**config.mk**
```make
export PLATFORM = sky130hd
export DESIGN_NAME = multichannel_pwm_timer
export DESIGN_NICKNAME = d
export VERILOG_FILES = /design/src/inc/timer_pkg.sv /design/src/logic/deadtime_pair.sv /design/src/logic/multichannel_pwm_timer.sv /design/src/logic/timer_channel.sv
export SDC_FILE = /design/constraint.sdc
export NUM_CORES = 1
export LEC_CHECK = 0
export BUFFER_PORTS_ARGS = -buffer_cell sky130_fd_sc_hd__buf_2
export CAP_MARGIN = 20
export CORE_MARGIN = 2
export CORE_UTILIZATION = 36
export DETAILED_ROUTE_END_ITERATION = 16
export GPL_ROUTABILITY_DRIVEN = 0
export GPL_TIMING_DRIVEN = 0
export HOLD_SLACK_MARGIN = 0.12
export SYNTH_ARGS = -nofsm -noshare
export SYNTH_HDL_FRONTEND = slang
export SYNTH_SLANG_ARGS = --single-unit
```
**constraint.sdc**
```tcl
create_clock -name clk -period 4.9 [get_ports clk]
set_clock_uncertainty 0.2 [all_clocks]
set_input_delay 0.49 -clock clk [delete_from_list [all_inputs] [get_ports clk]]
set_output_delay 0.49 -clock clk [all_outputs]
set_load 0.01 [all_outputs]
```
**src/inc/timer_pkg.sv**
```systemverilog
// constants, register map and types shared by the multichannel timer
package timer_pkg;

	localparam int          ADDR_W          = 8;
	localparam int          CNT_W           = 16;
	localparam int          NUM_CH          = 4;
	localparam int          NUM_PHASE       = 3;
	localparam int          DT_W            = 8;
	localparam int          STAT_W          = 6;

	// register byte offsets
	localparam logic [7:0]  ADDR_CTRL       = 8'h00;
	localparam logic [7:0]  ADDR_PRESCALE   = 8'h04;
	localparam logic [7:0]  ADDR_RELOAD     = 8'h08;
	localparam logic [7:0]  ADDR_COUNT      = 8'h0c;
	localparam logic [7:0]  ADDR_STATUS     = 8'h10;
	localparam logic [7:0]  ADDR_MASK       = 8'h14;
	localparam logic [7:0]  ADDR_CHMODE     = 8'h18;
	localparam logic [7:0]  ADDR_DEADTIME   = 8'h1c;
	localparam logic [7:0]  ADDR_CC_BASE    = 8'h20;
	localparam logic [7:0]  ADDR_WIDTH_BASE = 8'h30;

	// control register fields
	localparam int          CTRL_EN         = 0;
	localparam int          CTRL_DOWN       = 1;
	localparam int          CTRL_CENTER     = 2;
	localparam int          CTRL_SINGLE     = 3;
	localparam int          CTRL_COMPL      = 4;
	localparam int          CTRL_SRC_LO     = 5;
	localparam int          CTRL_TRIG_START = 7;
	localparam int          CTRL_SYNC_RST   = 8;
	localparam int          CTRL_W          = 9;

	// status and mask fields
	localparam int          STAT_UPDATE     = 0;
	localparam int          STAT_CH_LO      = 1;
	localparam int          STAT_TRIG       = 5;

	// reset values
	localparam logic [8:0]  CTRL_RESET      = 9'h000;
	localparam logic [15:0] PRESCALE_RESET  = 16'h0000;
	localparam logic [15:0] RELOAD_RESET    = 16'hffff;
	localparam logic [15:0] COUNT_RESET     = 16'h0000;
	localparam logic [15:0] CC_RESET        = 16'h0000;
	localparam logic [5:0]  STATUS_RESET    = 6'h00;
	localparam logic [5:0]  MASK_RESET      = 6'h00;
	localparam logic [15:0] CHMODE_RESET    = 16'h0000;
	localparam logic [7:0]  DEADTIME_RESET  = 8'h00;

	localparam logic [1:0]  RESP_OKAY       = 2'h0;
	localparam logic [1:0]  RESP_SLVERR     = 2'h2;

	typedef enum logic [1:0] {
		VAR_REDUCED  = 2'b00,
		VAR_FULL     = 2'b01,
		VAR_ADVANCED = 2'b10
	} variant_t;

	typedef enum logic [1:0] {
		SRC_INTERNAL = 2'b00,
		SRC_EXTTRIG  = 2'b01,
		SRC_ENCODER  = 2'b10
	} clk_src_t;

	typedef enum logic [1:0] {
		CH_OFF     = 2'b00,
		CH_CAPTURE = 2'b01,
		CH_TOGGLE  = 2'b10,
		CH_PWM     = 2'b11
	} ch_mode_t;

	typedef enum logic {
		DIR_UP   = 1'b0,
		DIR_DOWN = 1'b1
	} count_dir_t;

	typedef struct packed {
		logic     out_en;
		logic     polarity;
		ch_mode_t mode;
	} ch_cfg_t;

endpackage : timer_pkg

```
**src/logic/deadtime_pair.sv**
```systemverilog
// complementary output pair with dead-time insertion
module deadtime_pair (
	// clock and reset
	input  wire logic              clk,
	input  wire logic              reset,
	// control
	input  wire logic              enable,
	input  wire logic [7:0]        dead_time,
	input  wire logic              ref_in,
	// outputs
	output logic                   hi_out,
	output logic                   lo_out
);
	import timer_pkg::*;

	logic       ref_prev_reg;
	logic [7:0] gap_reg;

	always_ff @(posedge clk) begin
		if (reset) begin
			ref_prev_reg <= 1'b0;
		end else begin
			ref_prev_reg <= ref_in;
		end
	end

	// both sides off across each switching edge
	always_ff @(posedge clk) begin
		if (reset || !enable) begin
			hi_out  <= 1'b0;
			lo_out  <= 1'b0;
			gap_reg <= DEADTIME_RESET;
		end else if (ref_in != ref_prev_reg) begin
			hi_out  <= 1'b0; // [RL8]
			lo_out  <= 1'b0;
			gap_reg <= dead_time;
		end else if (gap_reg != 8'h00) begin
			gap_reg <= gap_reg - 8'h01;
		end else begin
			hi_out  <= ref_in; // [RL7]
			lo_out  <= !ref_in;
		end
	end
endmodule : deadtime_pair

```
**src/logic/multichannel_pwm_timer.sv**
```systemverilog
// multichannel pwm timer with axi4-lite register slave
//
// Overview of operation
// RL1: full variant counts up or down, auto-reloads, uses a 16-bit prescaler.
// RL2: reduced variant counts upward only, auto-reloads, own 16-bit prescaler; encoder mode still counts down there on reverse rotation.
// RL3: four channels, each separately capture, output compare or pwm.
// RL4: pwm supports edge-aligned and center-aligned counting, chosen by configuration.
// RL5: single-pulse mode produces one period then stops the counter.
// RL6: encoder mode counts up or down from two quadrature inputs.
// RL7: advanced variant drives three complementary output pairs, six outputs.
// RL8: each pair gets programmable dead-time so both never active together.
// RL9: external trigger input can clock the counter or start it.
// RL10: counter can be reset by a sync input and drives a chaining trigger.
// RL11: capture channels measure input pulse width between rising and falling edge.
// RL12: advanced variant without complementary mode behaves as general timer.
// RL13: prescaler divides by value plus one; counter wraps to reload bound.
module multichannel_pwm_timer #(
	parameter timer_pkg::variant_t VARIANT = timer_pkg::VAR_ADVANCED
) (
	// clock and reset
	input  wire logic              clk,
	input  wire logic              reset,
	// axi4-lite write
	input  wire logic              awvalid,
	output logic                   awready,
	input  wire logic [7:0]        awaddr,
	input  wire logic              wvalid,
	output logic                   wready,
	input  wire logic [31:0]       wdata,
	input  wire logic [3:0]        wstrb,
	output logic                   bvalid,
	input  wire logic              bready,
	output logic [1:0]             bresp,
	// axi4-lite read
	input  wire logic              arvalid,
	output logic                   arready,
	input  wire logic [7:0]        araddr,
	output logic                   rvalid,
	input  wire logic              rready,
	output logic [31:0]            rdata,
	output logic [1:0]             rresp,
	// pins
	input  wire logic [3:0]        cap_in,
	input  wire logic              ext_trig_in,
	input  wire logic              enc_a_in,
	input  wire logic              enc_b_in,
	input  wire logic              sync_in,
	output logic [3:0]             pwm_out,
	output logic [2:0]             pwm_hi_out,
	output logic [2:0]             pwm_lo_out,
	output logic                   trig_out,
	output logic                   irq
);
	import timer_pkg::*;

	logic [8:0]        ctrl_reg;
	logic [15:0]       prescale_reg;
	logic [15:0]       reload_reg;
	logic [15:0]       cnt_reg;
	logic [15:0]       cnt_next;
	logic [15:0]       psc_cnt_reg;
	logic [5:0]        status_reg;
	logic [5:0]        mask_reg;
	ch_cfg_t [3:0]     ch_cfg_reg;
	logic [7:0]        dead_time_reg;
	logic [15:0]       cc_reg [4];
	logic [15:0]       cap_val [4];
	logic [15:0]       width_val [4];
	logic [3:0]        ch_event;
	count_dir_t        dir_reg;
	count_dir_t        dir_next;
	logic              aw_held;
	logic              w_held;
	logic [7:0]        aw_addr_reg;
	logic [31:0]       w_data_reg;
	logic [3:0]        w_strb_reg;
	logic              do_write;
	logic [31:0]       wr_val;
	logic              etr_prev_reg;
	logic              sync_prev_reg;
	logic              enc_a_prev_reg;
	logic              enc_b_prev_reg;
	logic              etr_rise;
	logic              sync_rst;
	logic              enc_step;
	logic              enc_up;
	logic              psc_step;
	logic              tick;
	logic              step;
	logic              step_up;
	logic              update_evt;
	logic              center_on;
	logic              down_on;
	logic              compl_on;
	logic              cnt_wr;
	logic              ctrl_wr;
	clk_src_t          src;

	// register bus slave
	function automatic logic addr_ok(input logic [7:0] a);
		return a[1:0] == 2'b00 && a <= ADDR_WIDTH_BASE + 8'h0c;
	endfunction : addr_ok

	function automatic logic [31:0] merge(input logic [31:0] old, input logic [31:0] d,
		input logic [3:0] s);
		logic [31:0] r;
		r = old;
		for (int b = 0; b < 4; b++) begin
			if (s[b]) begin
				r[8*b +: 8] = d[8*b +: 8];
			end
		end
		return r;
	endfunction : merge

	assign awready  = !aw_held && !bvalid;
	assign wready   = !w_held && !bvalid;
	assign arready  = !rvalid;
	assign do_write = aw_held && w_held && !bvalid;

	always_ff @(posedge clk) begin
		if (reset) begin
			aw_held     <= 1'b0;
			w_held      <= 1'b0;
			aw_addr_reg <= 8'h00;
			w_data_reg  <= 32'h0000_0000;
			w_strb_reg  <= 4'h0;
			bvalid      <= 1'b0;
			bresp       <= RESP_OKAY;
		end else begin
			if (awvalid && awready) begin
				aw_held     <= 1'b1;
				aw_addr_reg <= awaddr;
			end
			if (wvalid && wready) begin
				w_held     <= 1'b1;
				w_data_reg <= wdata;
				w_strb_reg <= wstrb;
			end
			if (do_write) begin
				aw_held <= 1'b0;
				w_held  <= 1'b0;
				bvalid  <= 1'b1;
				bresp   <= addr_ok(aw_addr_reg) ? RESP_OKAY : RESP_SLVERR;
			end else if (bvalid && bready) begin
				bvalid <= 1'b0;
			end
		end
	end

	always_ff @(posedge clk) begin
		if (reset) begin
			rvalid <= 1'b0;
			rdata  <= 32'h0000_0000;
			rresp  <= RESP_OKAY;
		end else if (arvalid && arready) begin
			rvalid <= 1'b1;
			rresp  <= addr_ok(araddr) ? RESP_OKAY : RESP_SLVERR;
			rdata  <= 32'h0000_0000;
			case (araddr)
				ADDR_CTRL:     rdata[8:0]  <= ctrl_reg;
				ADDR_PRESCALE: rdata[15:0] <= prescale_reg;
				ADDR_RELOAD:   rdata[15:0] <= reload_reg;
				ADDR_COUNT:    rdata[15:0] <= cnt_reg;
				ADDR_STATUS:   rdata[5:0]  <= status_reg;
				ADDR_MASK:     rdata[5:0]  <= mask_reg;
				ADDR_CHMODE:   rdata[15:0] <= ch_cfg_reg;
				ADDR_DEADTIME: rdata[7:0]  <= dead_time_reg;
				default: begin
					if (araddr[7:4] == ADDR_CC_BASE[7:4]) begin
						rdata[15:0] <= (ch_cfg_reg[araddr[3:2]].mode == CH_CAPTURE) ?
							cap_val[araddr[3:2]] : cc_reg[araddr[3:2]];
					end else if (araddr[7:4] == ADDR_WIDTH_BASE[7:4]) begin
						rdata[15:0] <= width_val[araddr[3:2]];
					end
				end
			endcase
		end else if (rready) begin
			rvalid <= 1'b0;
		end
	end

	assign wr_val  = merge(32'h0000_0000, w_data_reg, w_strb_reg);
	assign cnt_wr  = do_write && aw_addr_reg == ADDR_COUNT;
	assign ctrl_wr = do_write && aw_addr_reg == ADDR_CTRL;

	always_ff @(posedge clk) begin
		if (reset) begin
			prescale_reg  <= PRESCALE_RESET;
			reload_reg    <= RELOAD_RESET;
			mask_reg      <= MASK_RESET;
			ch_cfg_reg    <= CHMODE_RESET;
			dead_time_reg <= DEADTIME_RESET;
			for (int i = 0; i < NUM_CH; i++) begin
				cc_reg[i] <= CC_RESET;
			end
		end else if (do_write) begin
			case (aw_addr_reg)
				ADDR_PRESCALE: prescale_reg  <= 16'(merge({16'h0000, prescale_reg}, w_data_reg, w_strb_reg));
				ADDR_RELOAD:   reload_reg    <= 16'(merge({16'h0000, reload_reg}, w_data_reg, w_strb_reg));
				ADDR_MASK:     mask_reg      <= wr_val[5:0];
				ADDR_CHMODE:   ch_cfg_reg    <= 16'(merge({16'h0000, ch_cfg_reg}, w_data_reg, w_strb_reg));
				ADDR_DEADTIME: dead_time_reg <= wr_val[7:0];
				default: begin
					if (aw_addr_reg[7:4] == ADDR_CC_BASE[7:4]) begin
						cc_reg[aw_addr_reg[3:2]] <= 16'(merge({16'h0000,
							cc_reg[aw_addr_reg[3:2]]}, w_data_reg, w_strb_reg));
					end
				end
			endcase
		end
	end

	// control: software write, single-pulse stop, trigger start
	always_ff @(posedge clk) begin
		if (reset) begin
			ctrl_reg <= CTRL_RESET;
		end else if (ctrl_wr) begin
			ctrl_reg <= wr_val[8:0];
		end else if (ctrl_reg[CTRL_SINGLE] && update_evt) begin
			ctrl_reg[CTRL_EN] <= 1'b0; // [RL5]
		end else if (ctrl_reg[CTRL_TRIG_START] && etr_rise) begin
			ctrl_reg[CTRL_EN] <= 1'b1; // [RL9]
		end
	end

	// pin edge detection
	always_ff @(posedge clk) begin
		if (reset) begin
			etr_prev_reg   <= 1'b0;
			sync_prev_reg  <= 1'b0;
			enc_a_prev_reg <= 1'b0;
			enc_b_prev_reg <= 1'b0;
		end else begin
			etr_prev_reg   <= ext_trig_in;
			sync_prev_reg  <= sync_in;
			enc_a_prev_reg <= enc_a_in;
			enc_b_prev_reg <= enc_b_in;
		end
	end

	assign src       = clk_src_t'(ctrl_reg[CTRL_SRC_LO +: 2]);
	assign etr_rise  = ext_trig_in && !etr_prev_reg;
	assign sync_rst  = ctrl_reg[CTRL_SYNC_RST] && sync_in && !sync_prev_reg; // [RL10]
	assign center_on = VARIANT != VAR_REDUCED && ctrl_reg[CTRL_CENTER]; // [RL2]
	assign down_on   = VARIANT != VAR_REDUCED && ctrl_reg[CTRL_DOWN]; // [RL2]
	assign compl_on  = VARIANT == VAR_ADVANCED && ctrl_reg[CTRL_COMPL]; // [RL12]
	assign enc_up    = enc_a_in ^ enc_b_prev_reg; // [RL6]
	assign enc_step  = ctrl_reg[CTRL_EN] && src == SRC_ENCODER &&
		((enc_a_in ^ enc_a_prev_reg) || (enc_b_in ^ enc_b_prev_reg)); // [RL6]
	assign psc_step  = ctrl_reg[CTRL_EN] && (src == SRC_INTERNAL ||
		(src == SRC_EXTTRIG && etr_rise)); // [RL9]
	assign tick      = psc_step && psc_cnt_reg >= prescale_reg; // [RL13]
	assign step      = tick || enc_step;
	assign step_up   = enc_step ? enc_up : (center_on ? dir_reg == DIR_UP : !down_on);

	// prescaler divides by value plus one
	always_ff @(posedge clk) begin
		if (reset || sync_rst || !ctrl_reg[CTRL_EN]) begin
			psc_cnt_reg <= PRESCALE_RESET;
		end else if (psc_step) begin
			psc_cnt_reg <= tick ? PRESCALE_RESET : psc_cnt_reg + 16'h0001; // [RL13]
		end
	end

	// counter next value: up, down, center and encoder
	always_comb begin
		cnt_next   = cnt_reg;
		dir_next   = dir_reg;
		update_evt = 1'b0;
		if (step) begin
			if (step_up) begin
				if (cnt_reg >= reload_reg) begin
					update_evt = 1'b1;
					if (center_on && !enc_step) begin
						dir_next = DIR_DOWN; // [RL4]
						cnt_next = cnt_reg - 16'h0001;
					end else begin
						cnt_next = COUNT_RESET; // [RL1] [RL13]
					end
				end else begin
					cnt_next = cnt_reg + 16'h0001;
				end
			end else begin
				if (cnt_reg == 16'h0000) begin
					update_evt = 1'b1;
					if (center_on && !enc_step) begin
						dir_next = DIR_UP; // [RL4]
						cnt_next = cnt_reg + 16'h0001;
					end else begin
						cnt_next = reload_reg; // [RL1]
					end
				end else begin
					cnt_next = cnt_reg - 16'h0001;
				end
			end
		end
	end

	always_ff @(posedge clk) begin
		if (reset) begin
			cnt_reg <= COUNT_RESET;
			dir_reg <= DIR_UP;
		end else if (cnt_wr) begin
			cnt_reg <= wr_val[15:0];
		end else if (sync_rst) begin
			cnt_reg <= COUNT_RESET; // [RL10]
			dir_reg <= DIR_UP;
		end else begin
			cnt_reg <= cnt_next;
			dir_reg <= dir_next;
		end
	end

	// chaining trigger to other timers
	always_ff @(posedge clk) begin
		if (reset) begin
			trig_out <= 1'b0;
		end else begin
			trig_out <= update_evt; // [RL10]
		end
	end

	// sticky status, write one to clear, set wins
	always_ff @(posedge clk) begin
		if (reset) begin
			status_reg <= STATUS_RESET;
		end else begin
			status_reg <= (status_reg & ~((do_write && aw_addr_reg == ADDR_STATUS) ?
				wr_val[5:0] : 6'h00)) | {etr_rise, ch_event, update_evt};
		end
	end

	assign irq = |(status_reg & mask_reg);

	genvar g;
	generate
		for (g = 0; g < NUM_CH; g++) begin : g_ch
			timer_channel u_ch (
				.clk         (clk),
				.reset       (reset),
				.cfg         (ch_cfg_reg[g]),
				.count       (cnt_reg),
				.compare     (cc_reg[g]),
				.step        (step),
				.cap_in      (cap_in[g]),
				.oc_out      (pwm_out[g]),
				.event_pulse (ch_event[g]),
				.cap_val     (cap_val[g]),
				.width_val   (width_val[g])
			); // [RL3]
		end
		for (g = 0; g < NUM_PHASE; g++) begin : g_phase
			deadtime_pair u_dt (
				.clk       (clk),
				.reset     (reset),
				.enable    (compl_on),
				.dead_time (dead_time_reg),
				.ref_in    (pwm_out[g]),
				.hi_out    (pwm_hi_out[g]),
				.lo_out    (pwm_lo_out[g])
			); // [RL7] [RL8]
		end
	endgenerate
endmodule : multichannel_pwm_timer

```
**src/logic/timer_channel.sv**
```systemverilog
// one capture / compare / pwm channel of the timer
module timer_channel (
	// clock and reset
	input  wire logic              clk,
	input  wire logic              reset,
	// configuration and counter
	input  timer_pkg::ch_cfg_t     cfg,
	input  wire logic [15:0]       count,
	input  wire logic [15:0]       compare,
	input  wire logic              step,
	// pin side
	input  wire logic              cap_in,
	output logic                   oc_out,
	// results
	output logic                   event_pulse,
	output logic [15:0]            cap_val,
	output logic [15:0]            width_val
);
	import timer_pkg::*;

	logic cap_prev_reg;
	logic cap_rise;
	logic cap_fall;

	assign cap_rise = cap_in && !cap_prev_reg;
	assign cap_fall = !cap_in && cap_prev_reg;

	always_ff @(posedge clk) begin
		if (reset) begin
			cap_prev_reg <= 1'b0;
		end else begin
			cap_prev_reg <= cap_in;
		end
	end

	// capture on rise, width on fall
	always_ff @(posedge clk) begin
		if (reset) begin
			cap_val   <= CC_RESET;
			width_val <= CC_RESET;
		end else if (cfg.mode == CH_CAPTURE) begin
			if (cap_rise) begin
				cap_val <= count; // [RL3]
			end
			if (cap_fall) begin
				width_val <= count - cap_val; // [RL11]
			end
		end
	end

	// output waveform
	always_ff @(posedge clk) begin
		if (reset) begin
			oc_out <= 1'b0;
		end else begin
			case (cfg.mode)
				CH_PWM: begin
					oc_out <= cfg.out_en && ((count < compare) ^ cfg.polarity); // [RL4]
				end
				CH_TOGGLE: begin
					if (!cfg.out_en) begin
						oc_out <= 1'b0;
					end else if (step && count == compare) begin
						oc_out <= !oc_out; // [RL3]
					end
				end
				default: begin
					oc_out <= 1'b0;
				end
			endcase
		end
	end

	always_ff @(posedge clk) begin
		if (reset) begin
			event_pulse <= 1'b0;
		end else if (cfg.mode == CH_CAPTURE) begin
			event_pulse <= cap_rise;
		end else begin
			event_pulse <= (cfg.mode != CH_OFF) && step && count == compare;
		end
	end
endmodule : timer_channel

```
; Word-level counts from Yosys, hierarchy flattened
; Memories as Yosys holds them, arrays and structs flattened.
; Cells that the tools add are included.
[word_totals]
out_inout_bits = 53
memories = 1
ramBits = 64
inputBits = 67
regBits = 338
wordCells = 371
[classes]
reduce_logical = 128
n_eq_ne = 46
order_cmp = 10
n_bitwise = 14
add_sub_neg = 10
mux = 91
[memory_table]
columns = memory, depth, width, rd, rd_ports_with_merged_regs, wr, line_no
row1 = cc_reg, 4, 16, 5, 0, 4, multichannel_pwm_timer.sv:66  ; logic [15:0] cc_reg [4];
[op_table]
columns = operator, count
row1 = $mux 16, 17
row2 = $mux 8, 18
row3 = $bmux 16 s2, 2
row4 = $eq 16x16->1, 4
row5 = $eq 8x5->1 const B, 8
row6 = $lt 16x16->1, 4
row7 = $sub 16x16->16, 4
row8 = $logic_and 1x1->1, 48
row9 = $pmux 6 s8, 1
row10 = $mux 1, 39
row11 = $pmux 7 s5, 1
row12 = $add 16x1->16 const B, 2
row13 = $eq 8x4->1 const B, 4
row14 = $ge 16x16->1, 2
row15 = $reduce_and 2->1, 12
row16 = $reduce_bool 8->1, 3
row17 = $sub 8x1->8 const B, 3
row18 = $logic_not 1->1, 22
row19 = $reduce_bool 2->1, 11
row20 = $eq 2x2->1 const B, 9
row21 = $reduce_and 3->1, 6
row22 = $eq 8x3->1 const B, 2
row23 = $le 8x6->1 const B, 2
row24 = $logic_not 16->1, 1
row25 = other kinds (31), 74

; Logic depth before layout (Yosys ltp)
; Gate-level depths: netlist (run 1).
[logic_depth]
word_depth = 11
depth_mapped = 12

; Modules after synthesis
; A second synthesis (run 1) with hierarchy kept.
[hier_totals]
hier_cells = 2875
area_unflattened_um2 = 24733.7
[by_module_without_submodules]
columns = module, instances, cells_per_inst, area_each_um2
row1 = multichannel_pwm_timer, 1, 1444, 13216.4
row2 = timer_channel at g_ch[0].u_ch ..., 3, 311, 2417.3
row3 = timer_channel at g_ch[3].u_ch, 1, 321, 2527.4
row4 = deadtime_pair, 3, 59, 579.3

; Worst setup path before layout (run 1)
; OpenSTA, ideal clock, no wires.
[synth_path]
kind = register -> register
start = register cnt_reg[1]
end = register cnt_reg[10]
t_required_ps = 4564
arrival_ps = 2827
period_less_slack_ps = 3163
setup_time_ps = 136
setup_slack_ps = 1737
stages_incl_launch_ff = 12
cell_sequence = dfxtp_1 clkbuf_1 inv_1 ha_1 nor3b_1 nand2_1 or3_1 xnor2_1 a22oi_1 nor3_1 a221oi_1 o32ai_1
[synth_between]
elab_chain_cells = 7
[synth_lines]
columns = element, line_no
row1 = start: declaration, multichannel_pwm_timer.sv:59  ; logic [15:0] cnt_reg;
row2 = start signal: assignment, multichannel_pwm_timer.sv:305  ; cnt_reg <= wr_val[15:0];
row3 = start signal: assignment, multichannel_pwm_timer.sv:310  ; cnt_reg <= cnt_next;
row4 = $add 16x1->16 / $sub 16x1->16 (equally long branches), n/a
row5 = "$mux 16, on equally long branches", "multichannel_pwm_timer.sv:287, multichannel_pwm_timer.sv:275"
row6 = "$mux 16, on equally long branches", "multichannel_pwm_timer.sv:285, multichannel_pwm_timer.sv:273"
row7 = $mux 16 *, multichannel_pwm_timer.sv:272  ; if (step_up) begin
row8 = $mux 16 *, multichannel_pwm_timer.sv:271  ; if (step) begin
row9 = $mux 16 *, multichannel_pwm_timer.sv:306  ; end else if (sync_rst) begin
row10 = $mux 16 *, multichannel_pwm_timer.sv:304  ; end else if (cnt_wr) begin
; Every way passes the cells marked *; elsewhere a longest branch is shown, timed or not. The select of a mux whose other input is x is not followed.
; A chain may end at the register's enable or synchronous reset.

; Worst setup path in the final report (run 1)
[layout_path]
start = register cnt_reg[0]
end = register cnt_reg[4]
; The elaborated chain is that of the path after synthesis.

==> run summary, run 1 <==
WORST SETUP PATH
------------------------------------------------------------------------------------------------------
Type of the worst setup path                                                              register to register
Reg-to-Reg End                                                                              cnt_reg[4]
Critical-path cell with the highest stage delay                                                o41ai_4
Reg2reg path depth                                                                                  12
WP data required                                                                               5150 ps
Crit path arrival time                                                                         4760 ps
Worst r2r src                                                                               cnt_reg[0]
Kind of start point of the critical path                                                      register
Buffering stage count on the worst path with inverters included                                      4
Reg-to-reg slack, setup                                                                         390 ps
Cells along the critical path                                                             clkbuf_2, clkinvlp_4, ha_1, nor3b_1, o21ai_1, a21oi_1, o41ai_4, clkbuf_1, clkbuf_1, o221ai_1, o21ai_0, o22ai_1
Crit path top cell by count                                                                   clkbuf_1
Critical-path maximum fanout                                                                        10
CP top delay family                                                                       buffers and inverters
Critical Path Max Stage Delay                                                                   750 ps
Setup crit end kind                                                                           register

SYNTH
------------------------------------------------------------------------------------------------------
Cells after synthesis                                                                            2,922
Part of the Yosys area used for sequential elements                                              35.7%
Most frequently used flop master after synthesis                                               dfxtp_1
Largest area contributor in the synthesized netlist                                            dfxtp_1
Synth Register Bits                                                                                400
Async set-reset flop share out of synthesis                                                         0%
Syn Area/Cell                                                                                 8.28 µm²
Number of library cell types mapped by synthesis                                                    88
Post-Synthesis Cell Area                                                                    24,200 µm²
Synth warn                                                                                           0
Leading post-synthesis cells by cell area                                                 dfxtp_1 28%, ha_1 8.4%, edfxtp_1 7.9%
Share of the synthesized area in the top cell type                                               27.8%
Count of flip-flops with a built-in enable after synthesis                                          64

CLOCK NETWORK
------------------------------------------------------------------------------------------------------
Clock transition at the register clock pins on the worst setup and hold paths after CTS          60 ps
Root cell of the clock tree                                                                  clkbuf_16
Largest buffer count on any clock path                                                               3
Cts bufs inserted                                                                                   46
Clock Sinks                                                                                        400
Clock tree from TritonCTS                                                                         done
Number of H-tree levels                                                                              2
Clock insertion delay at the later pin of the skew report                                       610 ps

GRT
------------------------------------------------------------------------------------------------------
Global route overflow                                                                                0
Number of global-route vias before repair                                                       20,528
All-Layer GR Usage                                                                               26.0%
Antenna violations before repair                                                                     0
Maximum number of pins on one net before global-route repair                                        16
Wire length of the first global-routing pass                                                135,000 µm

FLOORPLANNING
------------------------------------------------------------------------------------------------------
Initial core utilization                                                                         36.2%
Area of the core                                                                            66,900 µm²
Die width                                                                                       263 µm
Chip height                                                                                     263 µm
Die Area                                                                                    69,300 µm²
Top-Level Pins                                                                                     120
Num rows                                                                                            95

STA
------------------------------------------------------------------------------------------------------
Count of endpoints failing hold in the final timing report                                           0
Final worst path period need                                                                   4510 ps
Maximum achievable frequency                                                                   222 MHz
Worst-case headroom to the max-slew limit                                                        21.2%
RSZ-0062 raised after global routing                                                                no
Summed negative setup slack over all endpoints                                                    0 ps
Endpoints failing setup                                                                              0
Max-slew violation count                                                                             0
Least-Margin Pin Slew                                                                          1180 ps
Share of the clock period used by the worst path after layout                                    92.0%

DRT
------------------------------------------------------------------------------------------------------
Drt pass-1 iters                                                                                     6
Count of routing violations after the opening detailed-route iteration                           2,906
Mean routed wirelength per cell                                                                23.0 µm
Total wire length after detailed routing                                                     92,500 µm
DRT antenna net count                                                                                0
Total DRC errors in the routed layout                                                                0
Via Count                                                                                       22,763
Avg Vias per Cell                                                                                 5.66

POWER
------------------------------------------------------------------------------------------------------
Comb pwr share                                                                                    7.7%
Largest voltage drop on the vdd net                                                         0.000218 V
Sequential fraction of design power                                                              45.5%
Int Power                                                                                      5.59 mW
Switching power                                                                                1.92 mW
Leakage power of the design                                                                    10.6 nW
Pwr per Cell Area                                                                           271 nW/µm²
Switching part of the total power                                                                25.5%
Clock group share of total power                                                                 46.8%

FINISH
------------------------------------------------------------------------------------------------------
Final std cell area, no fill                                                                27,800 µm²
Post-layout net count                                                                            3,348
Share of cells above drive strength 1                                                            9.56%
P&R area growth vs syn                                                                           14.7%
Final std cells w/o fill                                                                         4,021

MIN PATH
------------------------------------------------------------------------------------------------------
Worst Hold End                                                                            aw_addr_reg[0]
Worst hold path class                                                                     input port to register
Start point of the worst hold path                                                             awvalid
Hold path cells                                                                                      4

PLACEMENT
------------------------------------------------------------------------------------------------------
Half-perimeter wire length after placement                                                   71,200 µm
Post-detailed-placement cell area                                                           25,800 µm²
Cell Count Post-Placement                                                                        3,895
Count of buffers from port buffering                                                                79

FLOW RUN
------------------------------------------------------------------------------------------------------
Number of violations of the max-capacitance limit                                                    0

OUTCOME
------------------------------------------------------------------------------------------------------
Result of the run                                                                            completed

## power groups by stage
stage	Sequential (mW)	Combinational (mW)	Clock, mW
after floorplan	3.47	0.308	0
after global placement	3.49	0.529	0
after detailed placement	3.49	0.533	0
after CTS	3.42	0.557	3.54
after global routing	3.42	0.608	3.66
final	3.42	0.577	3.51
## worst min-delay path: cells and delay by family
family	cells	cell delay, ps
and+or+nand+nor	2	290
buffers and inverters	1	80
AOI/OAI and AO/OA	1	50
## cell families after synthesis
group	Yosys count	synth area share [%]
adders and majority gates	167	8.76
xor gates and xnor gates	91	3.29
DFF	400	35.7
and+or+nand+nor	1118	21.6
muxes	107	6.93
buffers and inverters	380	6.48
other	1	0.0155
AOI/OAI and AO/OA	658	17.2
## synth_stat cells, types with 9 or more instances
cell type  count
xnor2_1       47
nor3_1        85
and2_1        72
buf_1         14
nand2_1      423
nor2b_1       46
a211oi_1      27
buf_4         30
o21bai_1       9
or4_1          9
nand4_1       28
or3_1         16
ha_1         163
o211ai_1      36
a31oi_1       15
a211o_1       20
inv_1        190
o21a_1        22
mux2i_1       55
buf_2         18
o21ai_0       68
xor2_1        44
a22oi_1       25
nand3_1       51
a21oi_1      300
dfxtp_1      336
nand3b_1      19
mux4_2        48
a22o_1        10
clkbuf_1     125
a221oi_1      16
nor2_1       282
edfxtp_1      64
or2_2         11
nor3b_1       17
a21o_1        27
nand2b_1      17
## routing by layer
| metal | up-vias | global-route usage, % | wire length (µm) |
|---|---|---|---|
| met1 | 10755 | 36.1 | 39700 |
| met4 | 0 | 11.0 | 4340 |
| li1 | 10576 | - | - |
| met2 | 1193 | 39.4 | 39500 |
| met3 | 239 | 4.83 | 8990 |
| met5 | - | 0 | 0 |
## cell usage in the layout (no fill, tap or decap), drive strengths merged, types with 37 or more instances in the layout
cell type and n:
a21oi 302, mux4 48, nor3 86, clkbuf 194, inv 193, dlygate4sd3 37
xnor2 47, nor2b 46, and2 73, ha 163, xor2 44, dfxtp 336
mux2i 55, edfxtp 64, nand3 52, buf 151, nor2 285, nand2 424
o21ai 76
## worst max-delay path by stage
stage,from,end,cells after the start
after global routing,cnt_reg[1],cnt_reg[10],11
final,cnt_reg[0],cnt_reg[4],12
after CTS,cnt_reg[0],cnt_reg[4],12
after detailed placement,cnt_reg[0],cnt_reg[4],12
after floorplan,cnt_reg[1],cnt_reg[10],11
after global placement,cnt_reg[0],cnt_reg[4],12
## area by class of cell
class	instances	area, µm²
well taps	873	1090
clock buffers	68	1400
repair buffers	127	876
multi-input cells	2159	14100
flip-flops and latches	400	8650
inverters	192	724
fillers	6786	39200
clock inverters	13	111
plain buffers	188	851
diodes	1	2.50
## per-stage QoR
stage	setup slack [ps]	power (mW)	hold WS (ps)	utilization, %
2_1_floorplan	1740	3.78	211	-
3_3_place_gp	43.3	4.02	229	38.5
3_5_place_dp	98.2	4.02	242	38.6
4_1_cts	86.7	7.52	164	41.4
5_1_grt	289	7.69	212	41.5
6_report	391	7.51	172	41.5
## repair_timing
item	in CTS	in global routing
resized for setup	0	5
setup buffers	0	3
setup endpoints to repair	0	15
hold buffers	37	0
endpoints found under the hold margin	37	0
Power figures use the tool's default switching activity.
==> run 2: changes to the inputs <==
--- a/config.mk
+++ b/config.mk
@@ -7,12 +7,14 @@
 export LEC_CHECK = 0
 export BUFFER_PORTS_ARGS = -buffer_cell sky130_fd_sc_hd__buf_2
 export CAP_MARGIN = 20
-export CORE_MARGIN = 2
+export CORE_ASPECT_RATIO = 1.4
+export CORE_MARGIN = 3
 export CORE_UTILIZATION = 36
 export DETAILED_ROUTE_END_ITERATION = 16
 export GPL_ROUTABILITY_DRIVEN = 0
 export GPL_TIMING_DRIVEN = 0
 export HOLD_SLACK_MARGIN = 0.12
+export REMOVE_ABC_BUFFERS = 1
 export SYNTH_ARGS = -nofsm -noshare
 export SYNTH_HDL_FRONTEND = slang
 export SYNTH_SLANG_ARGS = --single-unit
==> run 2 against run 1 <==
Via count fell by 7.4%. Maximum frequency fell by 5.9%. Worst setup slack got worse by 280 ps. Critical path type unchanged. Critical endpoint is now cnt_reg[3]. Largest power group unchanged.
==> run summary, run 2 (synthesis gave the netlist of run 1 again) <==
OUTCOME
------------------------------------------------------------------------------------------------------
Result of the run                                                                            completed

STA
------------------------------------------------------------------------------------------------------
Maximum achievable frequency                                                                   209 MHz   -5.9%
Final worst path period need                                                                   4790 ps   +284 ps
Worst-case headroom to the max-slew limit                                                        23.6%   +2.4 points
Max-slew violation count                                                                             0   unchanged
Count of endpoints failing hold in the final timing report                                           0   unchanged
Endpoints failing setup                                                                              0   unchanged
Share of the clock period used by the worst path after layout                                    97.8%   +5.8 points
RSZ-0062 raised after global routing                                                                no
Least-Margin Pin Slew                                                                          1140 ps   -38.3 ps

CLOCK NETWORK
------------------------------------------------------------------------------------------------------
Root cell of the clock tree                                                                  clkbuf_16
Clock Sinks                                                                                        400   unchanged
Cts bufs inserted                                                                                   44   -4.3%
Number of H-tree levels                                                                              2   unchanged
Clock transition at the register clock pins on the worst setup and hold paths after CTS          70 ps   about the same
Clock insertion delay at the later pin of the skew report                                       610 ps   about the same
Clock tree from TritonCTS                                                                         done
Largest buffer count on any clock path                                                               3   unchanged

WORST SETUP PATH
------------------------------------------------------------------------------------------------------
Worst r2r src                                                                               cnt_reg[7]
WP data required                                                                               5150 ps   about the same
Crit path arrival time                                                                         5040 ps   +280 ps
Critical-path maximum fanout                                                                        21   +11
Kind of start point of the critical path                                                      register
Setup crit end kind                                                                           register
Type of the worst setup path                                                              register to register
Reg2reg path depth                                                                                  10   -2
Reg-to-Reg End                                                                              cnt_reg[3]
Reg-to-reg slack, setup                                                                         110 ps   -280 ps

MIN PATH
------------------------------------------------------------------------------------------------------
Start point of the worst hold path                                                             arvalid
Worst hold path class                                                                     input port to register
Worst Hold End                                                                                rdata[6]
Hold path cells                                                                                      4   unchanged

FINISH
------------------------------------------------------------------------------------------------------
Share of cells above drive strength 1                                                            9.07%   -0.50 points
Final std cells w/o fill                                                                         3,848   -4.3%
Final std cell area, no fill                                                                27,600 µm²   -0.74%
Highest-count cells in the layout ignoring fill and taps                                  423 x nand2_1, 335 x dfxtp_1, 300 x a21oi_1, 281 x nor2_1, 190 x inv_1
Post-layout net count                                                                            3,199   -4.5%
Commonest non-fill, non-tap cell in the layout                                                 nand2_1
Sequential cell area in the final layout                                                      8650 µm²   about the same
P&R area growth vs syn                                                                           13.9%
Multi-input combinational cell area                                                         14,100 µm²   +0.19%
Fill cell total of the finished layout                                                           6,624   -2.4%

GRT
------------------------------------------------------------------------------------------------------
Number of global-route vias before repair                                                       20,508   -0.097%
Maximum number of pins on one net before global-route repair                                       153   +137
Global route overflow                                                                                0   unchanged
Wire length of the first global-routing pass                                                122,000 µm   -10%
All-Layer GR Usage                                                                               22.3%   -3.7 points
Antenna violations before repair                                                                     2   +2

PLACEMENT
------------------------------------------------------------------------------------------------------
Post-detailed-placement cell area                                                           25,300 µm²   -1.9%
Cell Count Post-Placement                                                                        3,703   -4.9%
Count of buffers from port buffering                                                                83   +5.1%
Half-perimeter wire length after placement                                                   58,500 µm   -18%

DRT
------------------------------------------------------------------------------------------------------
Via Count                                                                                       21,082   -7.4%
Avg Vias per Cell                                                                                 5.48   -3.2%
DRT antenna net count                                                                                0   unchanged
Mean routed wirelength per cell                                                                20.9 µm   -9.3%
Total wire length after detailed routing                                                     80,200 µm   -13%
Total DRC errors in the routed layout                                                                0   unchanged
Drt pass-1 iters                                                                                     6   unchanged
Count of routing violations after the opening detailed-route iteration                           1,365   -53%

FLOORPLANNING
------------------------------------------------------------------------------------------------------
Die Area                                                                                    70,400 µm²   +1.6%
Area of the core                                                                            66,000 µm²   -1.4%
Initial core utilization                                                                         36.7%   +0.52 points
Die width                                                                                       225 µm   -14%
Num rows                                                                                           111   +17%
Chip height                                                                                     313 µm   +19%
Top-Level Pins                                                                                     120   unchanged

POWER
------------------------------------------------------------------------------------------------------
Pwr per Cell Area                                                                           275 nW/µm²   +1.6%
Total power consumption of the routed design                                                   7.57 mW   +0.81%
Largest voltage drop on the vdd net                                                         0.000253 V   +16%
Leakage power of the design                                                                    10.6 nW   -0.83%

FLOW RUN
------------------------------------------------------------------------------------------------------
Number of violations of the max-capacitance limit                                                    0   unchanged

==> run 2: final cells by class <==
class	instances	share of cell area [%]
Multi-Input combinational cell	2159	51.1
Sequential cell	400	31.4
Timing Repair Buffer	168	5.32
Clock buffer	71	4.96
Tap cell	847	3.85
Inverter	192	2.61
Clock inverter	10	0.763
Antenna cell	1	0.00908
==> run 2: metal layers <==
metal / GRT usage [%] / routed length [µm] / up-vias
met5: 0 / 13 / -
met4: 11.0 / 4460 / 2
met3: 2.60 / 3560 / 215
met1: 26.0 / 31700 / 9970
met2: 40.3 / 40500 / 627
li1: - / - / 10268
==> run 2: power by group <==
part	internal, mW	leakage, nW	switching [mW]
Clock	2.18	0.767	1.46
Combinational	0.181	6.41	0.292
Sequential	3.38	3.38	0.0829
Total	5.74	10.6	1.83
==> run 2: worst max-delay path: stages, from the launching register on <==
cell	delay (ps)
dfxtp_1	670
ha_1	440
a2111oi_0	940
o21ai_0	200
a21oi_1	560
o41ai_4	260
buf_6	230
and2_1	340
a21o_1	250
a222oi_1	380
o22ai_1	140
==> run 2: how the worst max path moves through the flow <==
stage,startpoint,endpoint,slack [ps],cells after the start
5_1_grt,cnt_reg[0],cnt_reg[5],140,11
4_1_cts,cnt_reg[9],cnt_reg[3],50,10
2_1_floorplan,cnt_reg[0],cnt_reg[5],1410,10
3_3_place_gp,reset,cc_reg[3][2],-3040,3
6_report,cnt_reg[7],cnt_reg[3],110,10
3_5_place_dp,cnt_reg[9],cnt_reg[3],60,10
==> run 2: timing repair <==
| action | in CTS | in global routing |
|---|---|---|
| resized for setup | 0 | 1 |
| setup endpoints to repair | 0 | 1 |
| buffers inserted | 0 | 0 |
| hold buffers | 57 | 0 |
| hold endpoints to repair | 45 | 0 |
==> run 2: through the flow <==
stage                     hold WS, ps  TNS [ps]  util, %  setup slack, ps
final                             166         0     41.8              107
after global routing              168         0     41.8              144
after CTS                         143         0     41.6             53.9
after detailed placement          221         0     38.4             59.5
after global placement            224   -451250     37.7            -3040
after floorplan                   205         0        -             1410
==> run 3: changes to the inputs <==
--- a/config.mk
+++ b/config.mk
@@ -8,7 +8,6 @@
 export BUFFER_PORTS_ARGS = -buffer_cell sky130_fd_sc_hd__buf_2
 export CAP_MARGIN = 20
 export CORE_ASPECT_RATIO = 1.4
-export CORE_MARGIN = 3
 export CORE_UTILIZATION = 36
 export DETAILED_ROUTE_END_ITERATION = 16
 export GPL_ROUTABILITY_DRIVEN = 0
==> run 3 against run 2 <==
Register-to-register slack better by 70 ps. Via count is 0.21% lower. Highest routed layer unchanged. Critical endpoint is now cnt_reg[5]. Power is 2.2% lower. Largest power group unchanged.
==> run summary, run 3 (synthesis gave the netlist of run 1 again) <==
STA
------------------------------------------------------------------------------------------------------
Least-Margin Pin Slew                                                                          1310 ps   +163 ps
Smallest setup slack after layout                                                               181 ps   +73.7 ps
Count of endpoints failing hold in the final timing report                                           0   unchanged
Worst-case headroom to the max-slew limit                                                        10.6%   -13 points
Share of the clock period used by the worst path after layout                                    96.3%   -1.5 points
Max-slew violation count                                                                             0   unchanged
Endpoints failing setup                                                                              0   unchanged
RSZ-0062 raised after global routing                                                                no
Summed negative setup slack over all endpoints                                                    0 ps   unchanged
Final worst path period need                                                                   4720 ps   -73.7 ps
Maximum achievable frequency                                                                   212 MHz   +1.6%

DRT
------------------------------------------------------------------------------------------------------
DRT antenna net count                                                                                0   unchanged
Via Count                                                                                       21,038   -0.21%
Mean routed wirelength per cell                                                                20.8 µm   -0.29%
Avg Vias per Cell                                                                                 5.49   +0.16%
Count of routing violations after the opening detailed-route iteration                           1,361   -0.29%
Total wire length after detailed routing                                                     79,700 µm   -0.65%
Total DRC errors in the routed layout                                                                0   unchanged
Drt pass-1 iters                                                                                     6   unchanged

WORST SETUP PATH
------------------------------------------------------------------------------------------------------
Critical-path maximum fanout                                                                        15   -29%
WP data required                                                                               5220 ps   +70 ps
Worst r2r src                                                                               cnt_reg[0]
Critical Path Max Stage Delay                                                                   860 ps   -80 ps
Reg2reg path depth                                                                                  11   +1
Critical path startpoint                                                                    cnt_reg[0]
Crit path arrival time                                                                         5040 ps   about the same
Type of the worst setup path                                                              register to register
Critical-path cell with the highest stage delay                                                o41ai_4
Setup crit end kind                                                                           register
Reg-to-reg slack, setup                                                                         180 ps   +70 ps
Timing endpoint of the critical path                                                        cnt_reg[5]
Cells along the critical path                                                             inv_1, ha_1, nor3b_1, o21ai_1, a21oi_1, o41ai_4, buf_8, and2_1, a221oi_1, or3_1, o211ai_1
Reg-to-Reg End                                                                              cnt_reg[5]
Kind of start point of the critical path                                                      register
Buffering stage count on the worst path with inverters included                                      2   +1
CP top delay family                                                                       compound AO/OA/AOI/OAI gates
Count of cell instances traversed by the critical path                                              11   +1

FLOORPLANNING
------------------------------------------------------------------------------------------------------
Die width                                                                                       221 µm   -1.8%
Die Area                                                                                    68,300 µm²   -3.0%
Chip height                                                                                     309 µm   -1.3%
Top-Level Pins                                                                                     120   unchanged
Initial core utilization                                                                         36.4%   -0.33 points
Area of the core                                                                            66,600 µm²   +0.90%
Num rows                                                                                           112   +0.90%

FLOW RUN
------------------------------------------------------------------------------------------------------
Number of violations of the max-capacitance limit                                                    0   unchanged

GRT
------------------------------------------------------------------------------------------------------
Number of global-route vias before repair                                                       20,466   -0.20%
All-Layer GR Usage                                                                               23.0%   +0.72 points
Global route overflow                                                                                0   unchanged
Maximum number of pins on one net before global-route repair                                       109   -29%
Antenna violations before repair                                                                     1   -1
Wire length of the first global-routing pass                                                121,000 µm   -0.78%

POWER
------------------------------------------------------------------------------------------------------
Leakage power of the design                                                                    10.4 nW   -1.6%
Pwr per Cell Area                                                                           272 nW/µm²   -1.1%
Largest voltage drop on the vdd net                                                         0.000229 V   -9.5%

OUTCOME
------------------------------------------------------------------------------------------------------
Result of the run                                                                            completed

CLOCK NETWORK
------------------------------------------------------------------------------------------------------
Clock Sinks                                                                                        400   unchanged
Cts bufs inserted                                                                                   44   unchanged
Root cell of the clock tree                                                                  clkbuf_16
Clock transition at the register clock pins on the worst setup and hold paths after CTS          70 ps   about the same
Clock tree from TritonCTS                                                                         done
Number of H-tree levels                                                                              2   unchanged
Largest buffer count on any clock path                                                               3   unchanged
Clock insertion delay at the later pin of the skew report                                       600 ps   about the same
Count of instances resized after the clock tree is built                                             0   unchanged

FINISH
------------------------------------------------------------------------------------------------------
Commonest non-fill, non-tap cell in the layout                                                 nand2_1
Fill cell total of the finished layout                                                           6,629   +0.075%
Share of cells above drive strength 1                                                            9.30%   +0.23 points
Post-layout utilization of the core                                                              40.9%   -0.83 points
Post-layout net count                                                                            3,178   -0.66%
Number of diodes added for antenna fixing                                                            0   -1
Highest-count cells in the layout ignoring fill and taps                                  423 x nand2_1, 336 x dfxtp_1, 300 x a21oi_1, 281 x nor2_1, 190 x inv_1
P&R area growth vs syn                                                                           12.6%

MIN PATH
------------------------------------------------------------------------------------------------------
Worst hold path class                                                                     input port to register

PLACEMENT
------------------------------------------------------------------------------------------------------
Count of buffers from port buffering                                                                83   unchanged
Pre-CTS WS                                                                                      289 ps   +229 ps
Half-perimeter wire length after placement                                                   58,600 µm   +0.19%

## run 3: final cells by class
type                    count  area (µm²)  share of cell area, %
multi-input cells        2159       14100                   51.7
flip-flops and latches    400        8650                   31.7
clock buffers              64        1320                   4.85
repair buffers            147        1230                   4.50
well taps                 855        1070                   3.92
inverters                 192         721                   2.64
clock inverters            17         185                  0.679
## run 3: through the flow
stage / instances / hold slack [ps] / instance area, µm² / power (mW)
CTS: 3828 / 132 / 27200 / 7.47
finish: 3834 / 149 / 27300 / 7.41
global route: 3834 / 164 / 27300 / 7.65
detailed placement: 3710 / 237 / 25300 / 3.96
floorplan: 2751 / 205 / 23400 / 3.70
global placement: 3689 / 232 / 24900 / 3.95
## run 3: worst reg2reg max path, stage by stage, from the launching register on
cell and delay (ps):
dfxtp_1 800, inv_1 540, ha_1 440, nor3b_1 40
o21ai_1 150, a21oi_1 220, o41ai_4 860, buf_8 240
and2_1 520, a221oi_1 160, or3_1 370, o211ai_1 100
## run 3: power by group
part           switching (mW)  internal [mW]  total, mW  leakage, nW
clock                    1.45           2.04       3.49        0.746
combinational           0.288          0.163      0.452         6.27
sequential             0.0843           3.38       3.46         3.37
total                    1.83           5.58       7.41         10.4
## run 3: how the worst min path moves through the flow
stage,startpoint,endpoint,slack (ps),cells past startpoint
after floorplan,g_ch[0].u_ch.event_pulse,status_reg[1],200,2
after global placement,g_ch[2].u_ch.event_pulse,status_reg[3],230,2
after detailed placement,g_ch[2].u_ch.event_pulse,status_reg[3],240,2
after CTS,arvalid,rdata[6],130,4
after global routing,arvalid,rdata[6],160,4
final,arvalid,rdata[6],150,4
## run 3: layer usage
layer  up-vias  GRT usage, %  wire, µm
met5         -             0        11
met1      9921          25.5     30400
met3       224          2.91      4070
met4         2          14.1      4960
met2       669          42.1     40300
li1      10222             -         -
## run 3: repair_timing
| action | 4_1_cts | 5_1_grt |
|---|---|---|
| setup endpoints to repair | 0 | 0 |
| setup buffers | 0 | 0 |
| hold buffers | 37 | 0 |
| endpoints found under the hold margin | 42 | 0 |
